### src/bdc_pkg.sv
// Constants, types and encodings shared by the bitmap display controller
// Behaviour
// - Sync generator makes an interlaced 875-line, 60-field raster, 606 by 808 visible.
// - List head word points to the first control block; zero turns display off.
// - Each field the mask word after the head is ORed into pending interrupts.
// - Control word 1 bit 15 picks resolution, bit 14 picks polarity.
// - Each line of a block starts with sixteen times left-margin blank bits.
// - Words per line is even; zero gives blank lines with no bitmap fetch.
// - Control word 3 count covers that many lines in each field.
// - Vertical retrace reads head and mask, interrupts; field start then walks blocks in order.
// - High resolution: odd field starts one line later; lines step two lengths.
// - Low resolution: half-speed bits, each line in both fields, one-length steps.
// - Buffer load function, word task only, fills the sixteen-word data buffer.
// - Bit clock stops in blanking; its period is 50 ns or 100 ns.
// - Line mode function: bit 15 picks slow clock next line and branches; bit 14 polarity.
// - Field parity function branches when the display is in the even field.
// - Vertical task wakes at vertical retrace; horizontal at field start and word block.
// - Horizontal task self-block stops both it and word task until next field.
// - Word task wakes only when unblocked, horizontal unblocked, buffer not full.
// - Each horizontal retrace empties the buffer and clears the word block flag.
// - Wakeup priority: vertical, then horizontal, then word task.
// - Cursor shift register merges at the loaded x; size independent of resolution.
package bdc_pkg;
  localparam int CLK_HZ = 100_000_000;
  localparam int CLK_NS = 10;
  localparam int FIELD_HZ = 60;
  localparam int TOTAL_LINES = 875;
  localparam int VIS_POINTS = 606;
  localparam int VIS_LINES = 808;
  localparam int BIT_FAST_NS = 50;
  localparam int BIT_SLOW_NS = 100;
  localparam int HRET_NS = 6000;
  localparam int HSYNC_NS = 4000;
  localparam int VSYNC_LINES_N = 3;
  // Derived counts
  localparam int LINE_CYC = CLK_HZ * 2 / (FIELD_HZ * TOTAL_LINES);
  localparam int BIT_FAST_CYC = BIT_FAST_NS / CLK_NS;
  localparam int BIT_SLOW_CYC = BIT_SLOW_NS / CLK_NS;
  localparam int HRET_CYC = HRET_NS / CLK_NS;
  localparam int HSYNC_CYC = HSYNC_NS / CLK_NS;
  localparam int ACTIVE_CYC = VIS_POINTS * BIT_FAST_CYC;
  localparam logic [11:0] LINE_LAST = 12'(LINE_CYC - 1);
  localparam logic [11:0] HALF_LINE = 12'(LINE_CYC / 2);
  localparam logic [11:0] ACT_START = 12'(HRET_CYC);
  localparam logic [11:0] ACT_END = 12'(HRET_CYC + ACTIVE_CYC);
  localparam logic [11:0] HSYNC_END = 12'(HSYNC_CYC);
  localparam logic [3:0] FAST_LAST = 4'(BIT_FAST_CYC - 1);
  localparam logic [3:0] SLOW_LAST = 4'(BIT_SLOW_CYC - 1);
  localparam logic [8:0] EVEN_LAST = 9'((TOTAL_LINES + 1) / 2 - 1);
  localparam logic [8:0] ODD_LAST = 9'(TOTAL_LINES / 2 - 1);
  localparam logic [8:0] VIS_FIELD = 9'(VIS_LINES / 2);
  localparam logic [1:0] VSYNC_LINES = 2'(VSYNC_LINES_N);
  // Fixed memory words
  localparam logic [15:0] LIST_HEAD_ADDR = 16'h0110;
  localparam logic [15:0] LIST_MASK_ADDR = 16'h0111;
  // Control word 1 fields
  localparam int MODE_LOWRES_BIT = 15;
  localparam int MODE_POL_BIT = 14;
  localparam int MARGIN_HI = 13;
  localparam int MARGIN_LO = 8;
  localparam int WORDS_HI = 7;
  localparam int WORDS_LO = 0;
  // Task function codes
  localparam logic [3:0] F2_BUFFER_LOAD = 4'h8;
  localparam logic [3:0] F2_PARITY = 4'h8;
  localparam logic [3:0] F2_LINE_MODE = 4'h9;
  typedef enum logic [1:0] {
    BDC_TASK_NONE = 2'h0,
    BDC_TASK_VERT = 2'h1,
    BDC_TASK_HORIZ = 2'h2,
    BDC_TASK_WORD = 2'h3
  } bdc_task_t;
  // Register port
  localparam logic [4:0] REG_PTR_X = 5'h00;
  localparam logic [4:0] REG_PTR_Y = 5'h01;
  localparam logic [4:0] REG_STATUS = 5'h02;
  localparam int REG_MAP_BIT = 4;
  localparam logic [15:0] PTR_X_RST = 16'hffff;
  localparam logic [15:0] PTR_Y_RST = 16'h0000;
  typedef enum logic [10:0] {
    ST_IDLE = 11'h001,
    ST_V_HEAD = 11'h002,
    ST_V_MASK = 11'h004,
    ST_H_CHECK = 11'h008,
    ST_H_LINK = 11'h010,
    ST_H_MODE = 11'h020,
    ST_H_START = 11'h040,
    ST_H_COUNT = 11'h080,
    ST_H_LINE = 11'h100,
    ST_W_WORD = 11'h200,
    ST_W_FETCH = 11'h400
  } bdc_state_t;
endpackage : bdc_pkg

### src/bdc_display.sv
// Bitmap display controller: sync, list walker, buffer, serializer, cursor
//
// The register addresses and strobed register access are this design's own decisions.
`timescale 1ns/1ns
module bdc_display (
  // Clock and reset
  input wire logic sys_clk,
  input wire logic rst,
  // Memory read port
  output logic mem_req,
  output logic [15:0] mem_addr,
  input wire logic mem_ack,
  input wire logic [15:0] mem_rdata,
  // Pending interrupt word OR request
  output logic irq_or_valid,
  output logic [15:0] irq_or_mask,
  // Register port
  input wire logic [4:0] reg_addr,
  input wire logic [15:0] reg_wdata,
  input wire logic reg_wr,
  input wire logic reg_rd,
  output logic [15:0] reg_rdata,
  // Monitor
  output logic video_out,
  output logic hsync_out,
  output logic vsync_out,
  output logic blank_out
);
  logic [11:0] hcnt_reg;
  logic [8:0] line_reg;
  logic field_odd_reg;
  logic [1:0] vs_left_reg;
  logic line_start;
  logic vblank;
  logic active;
  logic field_start;
  logic vret_start;
  logic [11:0] vs_phase;
  logic low_res_reg;
  logic low_res_next_reg;
  logic polarity_reg;
  logic [3:0] div_reg;
  logic [3:0] pix_div_reg;
  logic bit_tick;
  logic pix_tick;
  logic [15:0] buf_mem [16];
  logic [4:0] wr_ptr_reg;
  logic [4:0] rd_ptr_reg;
  logic [4:0] buf_count;
  logic buf_full;
  logic buf_empty;
  logic buf_load;
  logic buf_pop;
  logic [15:0] sh_reg;
  logic [3:0] sh_cnt_reg;
  logic pix_reg;
  logic [15:0] buf_head;
  logic [15:0] ptr_x_reg;
  logic [15:0] ptr_y_reg;
  logic [15:0] ptr_map [16];
  logic [15:0] cur_sh_reg;
  logic [15:0] cur_x_reg;
  logic cur_bit_reg;
  logic [15:0] cur_dy;
  logic active_d_reg;
  logic vt_pend_reg;
  logic ht_pend_reg;
  logic ht_blocked_reg;
  logic wt_blocked_reg;
  logic ht_wake;
  logic wt_wake;
  bdc_pkg::bdc_state_t state_reg;
  logic [15:0] block_ptr_reg;
  logic [15:0] blk_addr_reg;
  logic [15:0] mode_word_reg;
  logic [15:0] start_reg;
  logic [15:0] pair_count_reg;
  logic [15:0] line_base_reg;
  logic [15:0] fetch_addr_reg;
  logic [15:0] line_end_reg;
  logic [5:0] margin_reg;
  logic first_line_reg;
  logic fn_valid;
  bdc_pkg::bdc_task_t fn_task;
  logic [3:0] fn_code;
  logic [15:0] fn_bus;
  logic mode_set;
  logic parity_test;
  logic next_bit9;
  logic [15:0] words;
  logic [15:0] base_calc;

  // Sync generator
  assign line_start = (hcnt_reg == 12'h000);
  assign vblank = (line_reg >= bdc_pkg::VIS_FIELD);
  assign field_start = line_start && (line_reg == 9'h000);
  assign vret_start = line_start && (line_reg == bdc_pkg::VIS_FIELD);
  assign active = !vblank && (hcnt_reg >= bdc_pkg::ACT_START) && (hcnt_reg < bdc_pkg::ACT_END);
  assign vs_phase = field_odd_reg ? bdc_pkg::HALF_LINE : 12'h000;

  always_ff @(posedge sys_clk) begin
    if (rst) begin
      hcnt_reg <= 12'h000;
    end else if (hcnt_reg == bdc_pkg::LINE_LAST) begin
      hcnt_reg <= 12'h000;
    end else begin
      hcnt_reg <= hcnt_reg + 12'h001;
    end
  end

  // Reset parks on the last odd-field line so a field begins within one line
  always_ff @(posedge sys_clk) begin
    if (rst) begin
      line_reg <= bdc_pkg::ODD_LAST;
      field_odd_reg <= 1'b1;
    end else if (hcnt_reg == bdc_pkg::LINE_LAST) begin
      if (line_reg == (field_odd_reg ? bdc_pkg::ODD_LAST : bdc_pkg::EVEN_LAST)) begin
        line_reg <= 9'h000;
        field_odd_reg <= !field_odd_reg;
      end else begin
        line_reg <= line_reg + 9'h001;
      end
    end
  end

  // Odd field sync starts half a line late for interlace
  always_ff @(posedge sys_clk) begin
    if (rst) begin
      vs_left_reg <= 2'h0;
    end else if (line_reg == bdc_pkg::VIS_FIELD && hcnt_reg == vs_phase) begin
      vs_left_reg <= bdc_pkg::VSYNC_LINES;
    end else if (hcnt_reg == vs_phase && vs_left_reg != 2'h0) begin
      vs_left_reg <= vs_left_reg - 2'h1;
    end
  end

  always_ff @(posedge sys_clk) begin
    if (rst) begin
      hsync_out <= 1'b0;
      vsync_out <= 1'b0;
      blank_out <= 1'b1;
      active_d_reg <= 1'b0;
    end else begin
      hsync_out <= (hcnt_reg < bdc_pkg::HSYNC_END);
      vsync_out <= (vs_left_reg != 2'h0);
      blank_out <= !active_d_reg;
      active_d_reg <= active;
    end
  end

  // Bit clock: resolution switches only at line start
  always_ff @(posedge sys_clk) begin
    if (rst) begin
      low_res_reg <= 1'b0;
    end else if (line_start) begin
      low_res_reg <= low_res_next_reg;
    end
  end

  assign bit_tick = active && (div_reg == 4'h0);
  assign pix_tick = active && (pix_div_reg == 4'h0);

  always_ff @(posedge sys_clk) begin
    if (rst || !active) begin
      div_reg <= 4'h0;
      pix_div_reg <= 4'h0;
    end else begin
      div_reg <= (div_reg == (low_res_reg ? bdc_pkg::SLOW_LAST : bdc_pkg::FAST_LAST)) ? 4'h0 : div_reg + 4'h1;
      pix_div_reg <= (pix_div_reg == bdc_pkg::FAST_LAST) ? 4'h0 : pix_div_reg + 4'h1;
    end
  end

  // Data buffer
  assign buf_count = wr_ptr_reg - rd_ptr_reg;
  assign buf_full = buf_count[4];
  assign buf_empty = (buf_count == 5'h00);
  assign buf_pop = bit_tick && (sh_cnt_reg == 4'h0) && !buf_empty;
  assign buf_head = buf_empty ? 16'h0000 : buf_mem[rd_ptr_reg[3:0]];

  always_ff @(posedge sys_clk) begin
    if (rst || line_start) begin
      wr_ptr_reg <= 5'h00;
      rd_ptr_reg <= 5'h00;
    end else begin
      if (buf_load) begin
        wr_ptr_reg <= wr_ptr_reg + 5'h01;
      end
      if (buf_pop) begin
        rd_ptr_reg <= rd_ptr_reg + 5'h01;
      end
    end
  end

  always_ff @(posedge sys_clk) begin
    if (buf_load) begin
      buf_mem[wr_ptr_reg[3:0]] <= fn_bus;
    end
  end

  // Serializer; an empty buffer shows background
  always_ff @(posedge sys_clk) begin
    if (rst || line_start) begin
      sh_reg <= 16'h0000;
      sh_cnt_reg <= 4'h0;
      pix_reg <= 1'b0;
    end else if (!active) begin
      pix_reg <= 1'b0;
    end else if (bit_tick) begin
      if (sh_cnt_reg == 4'h0) begin
        pix_reg <= buf_head[15];
        sh_reg <= {buf_head[14:0], 1'b0};
        sh_cnt_reg <= 4'hf;
      end else begin
        pix_reg <= sh_reg[15];
        sh_reg <= {sh_reg[14:0], 1'b0};
        sh_cnt_reg <= sh_cnt_reg - 4'h1;
      end
    end
  end

  // Cursor runs on fixed 50 ns ticks
  assign cur_dy = {6'h00, line_reg, field_odd_reg} - ptr_y_reg;

  always_ff @(posedge sys_clk) begin
    if (rst) begin
      cur_sh_reg <= 16'h0000;
      cur_x_reg <= 16'h0000;
      cur_bit_reg <= 1'b0;
    end else if (line_start) begin
      cur_sh_reg <= (cur_dy < 16'h0010) ? ptr_map[cur_dy[3:0]] : 16'h0000;
      cur_x_reg <= 16'h0000;
      cur_bit_reg <= 1'b0;
    end else if (!active) begin
      cur_bit_reg <= 1'b0;
    end else if (pix_tick) begin
      cur_x_reg <= cur_x_reg + 16'h0001;
      if (cur_x_reg >= ptr_x_reg) begin
        cur_bit_reg <= cur_sh_reg[15];
        cur_sh_reg <= {cur_sh_reg[14:0], 1'b0};
      end else begin
        cur_bit_reg <= 1'b0;
      end
    end
  end

  always_ff @(posedge sys_clk) begin
    if (rst) begin
      video_out <= 1'b0;
    end else begin
      // Polarity 0 shows dark data on a lit background
      video_out <= active_d_reg && !(polarity_reg ^ (pix_reg | cur_bit_reg));
    end
  end

  // Task function decode
  always_comb begin
    fn_valid = 1'b0;
    fn_task = bdc_pkg::BDC_TASK_NONE;
    fn_code = 4'h0;
    fn_bus = 16'h0000;
    if (state_reg == bdc_pkg::ST_W_WORD && margin_reg != 6'h00) begin
      fn_valid = 1'b1;
      fn_task = bdc_pkg::BDC_TASK_WORD;
      fn_code = bdc_pkg::F2_BUFFER_LOAD;
    end else if (state_reg == bdc_pkg::ST_W_FETCH && mem_ack) begin
      fn_valid = 1'b1;
      fn_task = bdc_pkg::BDC_TASK_WORD;
      fn_code = bdc_pkg::F2_BUFFER_LOAD;
      fn_bus = mem_rdata;
    end else if (state_reg == bdc_pkg::ST_H_MODE && mem_ack) begin
      fn_valid = 1'b1;
      fn_task = bdc_pkg::BDC_TASK_HORIZ;
      fn_code = bdc_pkg::F2_LINE_MODE;
      fn_bus = mem_rdata;
    end else if (state_reg == bdc_pkg::ST_H_LINE) begin
      fn_valid = 1'b1;
      fn_task = bdc_pkg::BDC_TASK_HORIZ;
      fn_code = bdc_pkg::F2_PARITY;
    end
  end

  assign buf_load = fn_valid && fn_task == bdc_pkg::BDC_TASK_WORD && fn_code == bdc_pkg::F2_BUFFER_LOAD
    && !buf_full;
  assign mode_set = fn_valid && fn_task == bdc_pkg::BDC_TASK_HORIZ && fn_code == bdc_pkg::F2_LINE_MODE;
  assign parity_test = fn_valid && fn_code == bdc_pkg::F2_PARITY
    && (fn_task == bdc_pkg::BDC_TASK_HORIZ || fn_task == bdc_pkg::BDC_TASK_VERT);
  assign next_bit9 = (mode_set && fn_bus[bdc_pkg::MODE_LOWRES_BIT]) || (parity_test && !field_odd_reg);

  always_ff @(posedge sys_clk) begin
    if (rst) begin
      low_res_next_reg <= 1'b0;
      polarity_reg <= 1'b0;
    end else if (mode_set) begin
      low_res_next_reg <= fn_bus[bdc_pkg::MODE_LOWRES_BIT];
      polarity_reg <= fn_bus[bdc_pkg::MODE_POL_BIT];
    end
  end

  // Wakeups
  assign ht_wake = ht_pend_reg && !ht_blocked_reg;
  assign wt_wake = !wt_blocked_reg && !ht_blocked_reg && !buf_full && !vblank;

  // Vertical task runs once out of reset to load the list before the field
  always_ff @(posedge sys_clk) begin
    if (rst) begin
      vt_pend_reg <= 1'b1;
    end else if (vret_start) begin
      vt_pend_reg <= 1'b1;
    end else if (state_reg == bdc_pkg::ST_V_MASK && mem_ack) begin
      vt_pend_reg <= 1'b0;
    end
  end

  always_ff @(posedge sys_clk) begin
    if (rst) begin
      ht_pend_reg <= 1'b0;
      ht_blocked_reg <= 1'b1;
    end else if (field_start) begin
      ht_pend_reg <= 1'b1;
      ht_blocked_reg <= 1'b0;
    end else begin
      if ((state_reg == bdc_pkg::ST_W_WORD && margin_reg == 6'h00 && fetch_addr_reg == line_end_reg)
          || (state_reg == bdc_pkg::ST_W_FETCH && mem_ack && fetch_addr_reg + 16'h0001 == line_end_reg)) begin
        ht_pend_reg <= 1'b1;
      end else if (state_reg == bdc_pkg::ST_IDLE && !vt_pend_reg && ht_wake) begin
        ht_pend_reg <= 1'b0;
      end
      if (state_reg == bdc_pkg::ST_V_MASK && mem_ack) begin
        ht_blocked_reg <= 1'b1;
      end else if (state_reg == bdc_pkg::ST_H_CHECK && pair_count_reg == 16'h0000
          && block_ptr_reg == 16'h0000) begin
        ht_blocked_reg <= 1'b1;
      end
    end
  end

  // Word block set wins over the retrace clear
  always_ff @(posedge sys_clk) begin
    if (rst) begin
      wt_blocked_reg <= 1'b0;
    end else if ((state_reg == bdc_pkg::ST_W_WORD && margin_reg == 6'h00 && fetch_addr_reg == line_end_reg)
        || (state_reg == bdc_pkg::ST_W_FETCH && mem_ack && fetch_addr_reg + 16'h0001 == line_end_reg)) begin
      wt_blocked_reg <= 1'b1;
    end else if (line_start) begin
      wt_blocked_reg <= 1'b0;
    end
  end

  // Line address arithmetic
  assign words = {8'h00, mode_word_reg[bdc_pkg::WORDS_HI:bdc_pkg::WORDS_LO]};
  always_comb begin
    if (first_line_reg) begin
      base_calc = start_reg + ((mode_word_reg[bdc_pkg::MODE_LOWRES_BIT] || next_bit9) ? 16'h0000 : words);
    end else if (mode_word_reg[bdc_pkg::MODE_LOWRES_BIT]) begin
      base_calc = line_base_reg + words;
    end else begin
      base_calc = line_base_reg + {words[14:0], 1'b0};
    end
  end

  // Display list engine
  always_ff @(posedge sys_clk) begin
    if (rst) begin
      state_reg <= bdc_pkg::ST_IDLE;
      mem_req <= 1'b0;
      mem_addr <= 16'h0000;
      irq_or_valid <= 1'b0;
      irq_or_mask <= 16'h0000;
      block_ptr_reg <= 16'h0000;
      blk_addr_reg <= 16'h0000;
      mode_word_reg <= 16'h0000;
      start_reg <= 16'h0000;
      pair_count_reg <= 16'h0000;
      line_base_reg <= 16'h0000;
      fetch_addr_reg <= 16'h0000;
      line_end_reg <= 16'h0000;
      margin_reg <= 6'h00;
      first_line_reg <= 1'b0;
    end else begin
      irq_or_valid <= 1'b0;
      case (state_reg)
        bdc_pkg::ST_IDLE: begin
          if (vt_pend_reg) begin
            mem_req <= 1'b1;
            mem_addr <= bdc_pkg::LIST_HEAD_ADDR;
            state_reg <= bdc_pkg::ST_V_HEAD;
          end else if (ht_wake) begin
            state_reg <= bdc_pkg::ST_H_CHECK;
          end else if (wt_wake) begin
            state_reg <= bdc_pkg::ST_W_WORD;
          end
        end
        bdc_pkg::ST_V_HEAD: begin
          if (mem_ack) begin
            block_ptr_reg <= mem_rdata;
            mem_addr <= bdc_pkg::LIST_MASK_ADDR;
            state_reg <= bdc_pkg::ST_V_MASK;
          end
        end
        bdc_pkg::ST_V_MASK: begin
          if (mem_ack) begin
            mem_req <= 1'b0;
            irq_or_valid <= 1'b1;
            irq_or_mask <= mem_rdata;
            pair_count_reg <= 16'h0000;
            state_reg <= bdc_pkg::ST_IDLE;
          end
        end
        bdc_pkg::ST_H_CHECK: begin
          if (pair_count_reg != 16'h0000) begin
            state_reg <= bdc_pkg::ST_H_LINE;
          end else if (block_ptr_reg == 16'h0000) begin
            state_reg <= bdc_pkg::ST_IDLE;
          end else begin
            blk_addr_reg <= block_ptr_reg;
            mem_req <= 1'b1;
            mem_addr <= block_ptr_reg;
            state_reg <= bdc_pkg::ST_H_LINK;
          end
        end
        bdc_pkg::ST_H_LINK: begin
          if (mem_ack) begin
            block_ptr_reg <= mem_rdata;
            mem_addr <= blk_addr_reg + 16'h0001;
            state_reg <= bdc_pkg::ST_H_MODE;
          end
        end
        bdc_pkg::ST_H_MODE: begin
          if (mem_ack) begin
            mode_word_reg <= mem_rdata;
            mem_addr <= blk_addr_reg + 16'h0002;
            state_reg <= bdc_pkg::ST_H_START;
          end
        end
        bdc_pkg::ST_H_START: begin
          if (mem_ack) begin
            start_reg <= mem_rdata;
            mem_addr <= blk_addr_reg + 16'h0003;
            state_reg <= bdc_pkg::ST_H_COUNT;
          end
        end
        bdc_pkg::ST_H_COUNT: begin
          if (mem_ack) begin
            mem_req <= 1'b0;
            pair_count_reg <= mem_rdata;
            first_line_reg <= 1'b1;
            state_reg <= bdc_pkg::ST_H_CHECK;
          end
        end
        bdc_pkg::ST_H_LINE: begin
          pair_count_reg <= pair_count_reg - 16'h0001;
          margin_reg <= mode_word_reg[bdc_pkg::MARGIN_HI:bdc_pkg::MARGIN_LO];
          line_base_reg <= base_calc;
          fetch_addr_reg <= base_calc;
          line_end_reg <= base_calc + words;
          first_line_reg <= 1'b0;
          state_reg <= bdc_pkg::ST_IDLE;
        end
        bdc_pkg::ST_W_WORD: begin
          if (margin_reg != 6'h00) begin
            margin_reg <= margin_reg - 6'h01;
            state_reg <= bdc_pkg::ST_IDLE;
          end else if (fetch_addr_reg == line_end_reg) begin
            state_reg <= bdc_pkg::ST_IDLE;
          end else begin
            mem_req <= 1'b1;
            mem_addr <= fetch_addr_reg;
            state_reg <= bdc_pkg::ST_W_FETCH;
          end
        end
        bdc_pkg::ST_W_FETCH: begin
          if (mem_ack) begin
            mem_req <= 1'b0;
            fetch_addr_reg <= fetch_addr_reg + 16'h0001;
            state_reg <= bdc_pkg::ST_IDLE;
          end
        end
        default: begin
          mem_req <= 1'b0;
          state_reg <= bdc_pkg::ST_IDLE;
        end
      endcase
    end
  end

  // Register port
  always_ff @(posedge sys_clk) begin
    if (rst) begin
      ptr_x_reg <= bdc_pkg::PTR_X_RST;
      ptr_y_reg <= bdc_pkg::PTR_Y_RST;
    end else if (reg_wr) begin
      if (reg_addr == bdc_pkg::REG_PTR_X) begin
        ptr_x_reg <= reg_wdata;
      end else if (reg_addr == bdc_pkg::REG_PTR_Y) begin
        ptr_y_reg <= reg_wdata;
      end
    end
  end

  always_ff @(posedge sys_clk) begin
    if (reg_wr && reg_addr[bdc_pkg::REG_MAP_BIT]) begin
      ptr_map[reg_addr[3:0]] <= reg_wdata;
    end
  end

  always_ff @(posedge sys_clk) begin
    if (rst || !reg_rd) begin
      reg_rdata <= 16'h0000;
    end else if (reg_addr[bdc_pkg::REG_MAP_BIT]) begin
      reg_rdata <= ptr_map[reg_addr[3:0]];
    end else if (reg_addr == bdc_pkg::REG_PTR_X) begin
      reg_rdata <= ptr_x_reg;
    end else if (reg_addr == bdc_pkg::REG_PTR_Y) begin
      reg_rdata <= ptr_y_reg;
    end else if (reg_addr == bdc_pkg::REG_STATUS) begin
      reg_rdata <= {5'h00, buf_count, polarity_reg, low_res_reg, wt_blocked_reg, ht_blocked_reg,
        vblank, field_odd_reg};
    end else begin
      reg_rdata <= 16'h0000;
    end
  end
endmodule : bdc_display

### config.mk
export PLATFORM = sky130hd
export DESIGN_NAME = bdc_display
export DESIGN_NICKNAME = d
export VERILOG_FILES = /design/src/bdc_pkg.sv /design/src/bdc_display.sv
export SDC_FILE = /design/constraint.sdc
export NUM_CORES = 2
export LEC_CHECK = 0
export BUFFER_PORTS_ARGS = -buffer_cell sky130_fd_sc_hd__buf_2
export CAP_MARGIN = 0
export CORE_ASPECT_RATIO = 0.5
export CORE_MARGIN = 8
export CORE_UTILIZATION = 40
export DETAILED_ROUTE_END_ITERATION = 8
export HOLD_SLACK_MARGIN = 0.06
export SYNTH_ARGS = -nofsm -noshare
export SYNTH_HDL_FRONTEND = slang
export SYNTH_SLANG_ARGS = --single-unit
### constraint.sdc
create_clock -name sys_clk -period 5.32 [get_ports sys_clk]
set_input_delay 0.798 -clock sys_clk [delete_from_list [all_inputs] [get_ports sys_clk]]
set_output_delay 0.798 -clock sys_clk [all_outputs]
set_load 0.01 [all_outputs]
======== Yosys cells after proc, flatten, opt, wreduce, memory -nomap -nowiden ========
Memory sizes are Yosys's and may differ from the RTL's. A register that Yosys moved wholly into a read port is not among the register bits.
Index checks and enable logic that the tools add are counted.
cells by class
  add/subtract/negate cells ............... 21
  magnitude comparators ................... 6
  equality and inequality tests ........... 42
  mux-type cells .......................... 93
  bitwise gates (word level) .............. 8
  reduce and logical (&&, ||, !) cells .... 109
operators with widths
  operator                                             number
  two-way mux 16 bit                                   27
  two-way mux 11 bit                                   13
  case mux 16 bit (7 select lines)                     1
  case mux 11 bit (9 select lines)                     1
  adder 16 x 1 -> 16 bit, second input constant        3
  adder 16 x 8 -> 16 bit                               3
  case mux 16 bit (3 select lines)                     1
  logical AND 1 bit                                    36
  adder 16 x 2 -> 16 bit, second input constant        2
  == test 16 bit                                       2
  zero test 16 bit                                     2
  two-way mux 4 bit                                    8
  case mux 16 bit (2 select lines)                     1
  two-way mux 1 bit                                    27
  != test 2 bit, second input constant                 12
  AND reduction 2 bit                                  11
  two-way mux 9 bit                                    2
  nonzero test 2 bit                                   9
  OR reduction 2 bit                                   9
  adder 16 x 9 -> 16 bit                               1
  >= comparator 16 bit                                 1
  < comparator 16 x 5 -> 1 bit, second input constant  1
  nonzero test 16 bit                                  1
  subtractor 10 x 16 -> 16 bit                         1
  62 further kinds                                     104
storage, ports and cells
  register bits after elaboration ......... 336
  RAM bits ................................ 512
  input port bits ......................... 42
  logic and storage cells ................. 325
  memories kept ........................... 2
memories
  name     depth  width  read ports  clocked after memory_dff  wr ports  line               RTL
  buf_mem  16     16     1           1                         1         bdc_display.sv:46  logic [15:0] buf_mem [16];
  ptr_map  16     16     2           0                         1         bdc_display.sv:60  logic [15:0] ptr_map [16];

======== Depth between registers and ports, before layout ========
  word-level depth ........................ 15
  gate-level depth with buffers ........... 30
  mapped depth without buffers ............ 30

======== Worst setup path before layout ========
Ideal clock, no wire load.
  kind .................................... register to register
  from .................................... reg margin_reg[0]
  to ...................................... reg line_end_reg[15]
  library setup time ...................... 88 ps
  data arrival time ....................... 5,333 ps
  setup slack ............................. -101 ps
  stages on the path, launching flop included .. 29
  buffers on the path ..................... 0
  clock period less this slack ............ 5,421 ps
  cell sequence ........................... dfxtp_1 > inv_1 > ha_1 > nand2b_1 > or2_2 > or3_1 > nand2_1 > nand2_1 > nor2_1 > nand2_1 > ha_1 > o311a_1 > and2_1 > ha_1 > fa_1 > a211oi_1 > nor2_1 > o21ai_0 > nand2_1 > nand3_1 > o21ai_0 > ha_1 > nand2_1 > o21ai_0 > a21o_1 > nand3_1 > nor4_1 > xnor2_1 > o31ai_1
between the ends
  word-level cells in the longest chain between the ends .. 13
  elaborated cells on any way between the ends .. 23
  classes of those cells .................. 2 x add/sub; 4 x eq/ne; 6 x mux; 11 x reduce/logical
RTL lines
  element                                                 line                                    RTL
  from (decl)                                             bdc_display.sv:81                       logic [5:0] margin_reg;
  from (signal assigned)                                  bdc_display.sv:452                      margin_reg <= mode_word_reg[bdc_pkg::MARGIN_HI:bdc_pkg::MARGIN_LO];
  from (signal assigned)                                  bdc_display.sv:461                      margin_reg <= margin_reg - 6'h01;
  nonzero test 6 bit *                                    bdc_display.sv:261                      if (state_reg == bdc_pkg::ST_W_WORD && margin_reg != 6'h00) begin
  logical AND 1 bit *                                     bdc_display.sv:261
  two-way mux 4 bit or two-way mux 2 bit (tied branches)  bdc_display.sv:261
  == test 4 bit, or another cell as far along             bdc_display.sv:285                      assign parity_test = fn_valid && fn_code == bdc_pkg::F2_PARITY
  logical AND 1 bit, or another cell as far along         bdc_display.sv:285
  logical AND 1 bit (on tied branches)                    bdc_display.sv:286, bdc_display.sv:284
  logical AND 1 bit                                       bdc_display.sv:287                      assign next_bit9 = (mode_set && fn_bus[bdc_pkg::MODE_LOWRES_BIT]) || (parity_test && !field_odd_reg);
  logical OR 1 bit *                                      bdc_display.sv:287
  logical OR 1 bit *                                      bdc_display.sv:353                      base_calc = start_reg + ((mode_word_reg[bdc_pkg::MODE_LOWRES_BIT] || next_bit9) ? 16'h0000 : words);
  two-way mux 8 bit *                                     bdc_display.sv:353
  adder 16 x 8 -> 16 bit *                                bdc_display.sv:353
  two-way mux 16 bit *                                    bdc_display.sv:352                      if (first_line_reg) begin
  via base_calc[6]                                        bdc_display.sv:91                       logic [15:0] base_calc;
  adder 16 x 8 -> 16 bit *                                bdc_display.sv:455                      line_end_reg <= base_calc + words;
  to (signal assigned)                                    bdc_display.sv:455
  to (decl)                                               bdc_display.sv:80                       logic [15:0] line_end_reg;
Mark *: on every way through the listed nets, which the timed path passes. The rest lies on a longest branch.
A chain may end at the register's enable or synchronous reset.

======== Worst setup path in the final report ========
  from .................................... reg margin_reg[1]
  to ...................................... reg line_end_reg[12]
Same word-level chain as after synthesis.

==> out/results.txt <==
Worst slew pin tran - 1.250 ns
Synth area leaders - edfxtp_1 (38%), dfxtp_1 (17%), mux4_2 (13%)
Max-Slew Margin vs Limit - 0.1667
Post-layout worst setup margin - 0.07688 ns
Clock tree sinks - 850
Synthesis warning total - 0
Fraction of registers with async set/reset - 0
CP Launch Type - register
Area Overhead vs Synth - 15.18%
CP max FO - 4
Synth Instances - 3236
Post-synth top area cell - edfxtp_1
Worst min-delay path class - register to register
Layout cells sized above 1 - 0.2184
Initial antenna violation count - 4
Number of enable flip-flop cells after synthesis - 512
Critical Path End Type - register
Endpoint of the lowest-slack register-to-register path - line_end_reg[12]$_SDFFE_PP0N_
DP Worst Slack - -0.3186 ns
Hold depth - 2
Row Count - 82
Sequential fraction of the synthesis area - 0.5528
Reg-to-reg setup timing slack - 0.08 ns
Power, Total - 13610 µW
VDD IR-drop max - 223.0 µV
Pins Over Slew Limit - 0
Clock-pin slew on the worst setup and hold paths - 0.06 ns
Drt pass-1 iters - 5
Global placement routability congestion - 0.8751
Hold path startpoint - low_res_next_reg$_SDFFE_PP0P_
Final setup violating endpoints - 0
Setup CP Type - register to register
Placed inst area - 42740 µm²
Initial DRC count - 2566
Crit path required time - 5.93 ns
Gr ovfl total - 0
I/O pin count - 96
Vias in the first global route - 27190
Hold Path Sink - low_res_reg$_SDFFE_PP0N_
CTS tree - built
Final Hold Vio Count - 0
Tcrit/Tclk final - 0.9855
Mapped Avg Cell Area - 12.38 µm²
Post-Syn Nets - 3371
Synth top area share - 0.3838
Tmin final - 5.243 ns
GRT Total Usage - 0.1969
Max cap viols - 0
Chip width - 463.5 µm
CTS root buf - clkbuf_16
Largest net degree at the start of global routing - 78
R2R Path Start - margin_reg[1]$_SDFFE_PP0P_
Critical path data arrival time - 5.85 ns
RSZ-0062 raised after global routing - true
Die Area - 111100 µm²
Core area - 99730 µm²
Netlist cell types - 86
CTS H-Tree Depth - 3
Ys flop type - edfxtp_1
Post-synthesis cell area - 40050 µm²
Run status - finished, final reports clean
Clock Latency Late Sink - 0.68 ns
First-pass GRT wire length - 170200 µm
Reg2reg path depth - 31
Half-perimeter wire length after placement - 73080 µm
Max Buffers Root-to-Sink - 3
Port Buf Inserts - 95
LEAKAGE - 0.01614 µW
Crit-path slowest cell - or3_4
Wire length per cell - 23.39 µm
Nets - 3542
PD cells - 295.1 nW/µm²
Total wire length - 112800 µm
Fin Clk Skew - 0.02631 ns
Die Height - 239.8 µm
Achievable frequency - 0.1907 GHz
CTS Hold Bufs - 0
Yosys reg bits - 850
Via count - 27910
TritonCTS Buffers - 83
Worst path max stage delay - 0.41 ns
Final instance area - 46130 µm²
Via density - 5.789
Initial Utilization - 0.4016
Routed Antenna Nets - 0
DRC Markers - 0
Critical Path Most Common Cell - ha_4
==> area by class of cell <==
type / count / area, µm²
Sequential cell: 850 / 22150
Multi-Input combinational cell: 2122 / 17440
Tap cell: 1344 / 1682
Inverter: 78 / 292.8
Antenna cell: 2 / 5.005
Fill cell: 8916 / 53590
Clock buffer: 100 / 2192
Clock inverter: 54 / 505.5
Timing Repair Buffer: 272 / 1871
==> layout by cell type (no fill, tap or decap), types with 76 or more instances in the layout <==
cell type,instances
mux4_2,224
edfxtp_1,512
buf_2,92
a21oi_1,177
dfxtp_1,333
o21ai_0,86
ha_1,76
nand2_1,283
nor2_1,311
xnor2_1,77
inv_1,76
mux2i_1,84
clkbuf_16,84
buf_4,172
==> where the power goes <==
part           internal (µW)  switching [µW]
sequential              7010            46.9
clock                   3230            2670
combinational            244             412
total                  10500            3130
==> Yosys cell counts, drive strengths merged, types with 21 or more instances <==
| cell type | count |
|---|---|
| a211oi | 59 |
| a21o | 21 |
| a21oi | 184 |
| a22oi | 30 |
| a311oi | 26 |
| and2 | 30 |
| and3 | 25 |
| buf | 57 |
| clkbuf | 129 |
| dfxtp | 338 |
| edfxtp | 512 |
| ha | 86 |
| inv | 78 |
| mux2i | 84 |
| mux4 | 224 |
| nand2 | 288 |
| nand2b | 39 |
| nand3 | 59 |
| nand4 | 31 |
| nor2 | 340 |
| nor2b | 32 |
| nor3 | 53 |
| nor4 | 21 |
| o21a | 38 |
| o21ai | 100 |
| xnor2 | 79 |
| xor2 | 54 |
==> worst max-delay path, delay by kind of cell, from the launching register on <==
family	cells	cell delay, ns
adders and majority gates	4	0.95
buffers and inverters	3	0.38
AOI/OAI and AO/OA	8	1.37
DFF	1	0.32
xor gates and xnor gates	1	0.19
and+or+nand+nor	15	1.97
==> worst max path at each step <==
stage               cells after the start                            end  slack [ns]                       start
finish                                 31  line_end_reg[12]$_SDFFE_PP0N_        0.08  margin_reg[1]$_SDFFE_PP0P_
global route                           31  line_end_reg[12]$_SDFFE_PP0N_       -0.22  margin_reg[1]$_SDFFE_PP0P_
CTS                                    29  line_end_reg[14]$_SDFFE_PP0N_       0.007  margin_reg[0]$_SDFFE_PP0P_
detailed placement                     27  line_end_reg[13]$_SDFFE_PP0N_       -0.32  margin_reg[0]$_SDFFE_PP0P_
global placement                       28  line_end_reg[11]$_SDFFE_PP0N_       -0.27  margin_reg[0]$_SDFFE_PP0P_
floorplan                              28  line_end_reg[15]$_SDFFE_PP0N_        0.01  margin_reg[0]$_SDFFE_PP0P_
==> routing by layer <==
metal	routed length, µm	global-route usage	share of wire
met1	48840	0.2678	0.43
met5	0	0	0
met4	3458	0.06128	0.031
met2	52690	0.3228	0.47
met3	7812	0.03514	0.069
==> through the flow <==
| stage | std cells | utilization | TNS, ns | hold slack, ns |
|---|---|---|---|---|
| after floorplan | 3236 | - | 0 | 0.3777 |
| after global placement | 4623 | 0.4286 | -1.567 | 0.4436 |
| after detailed placement | 4623 | 0.4286 | -1.932 | 0.4473 |
| after CTS | 4815 | 0.4591 | 0 | 0.4556 |
| after global routing | 4822 | 0.4626 | -0.9670 | 0.4664 |
| final | 4822 | 0.4626 | 0 | 0.4563 |
==> kinds of logic after synthesis <==
| group | after synthesis | share of synthesized area |
|---|---|---|
| multiplexers | 310 | 0.1475 |
| XOR/XNOR | 133 | 0.02908 |
| buffers and inverters | 264 | 0.02593 |
| adder cells (fa/ha/maj) | 93 | 0.03036 |
| AO/OA/AOI/OAI | 595 | 0.09849 |
| flip-flops | 850 | 0.5528 |
| AND/OR/NAND/NOR | 991 | 0.1159 |
==> repair_timing <==
action                     CTS  global route
gates cloned                 0             0
gates resized for setup     17            63
pin swaps                   10            36
buffers inserted            38            10
setup endpoints to repair    8            17
Power figures use the tool's default switching activity.
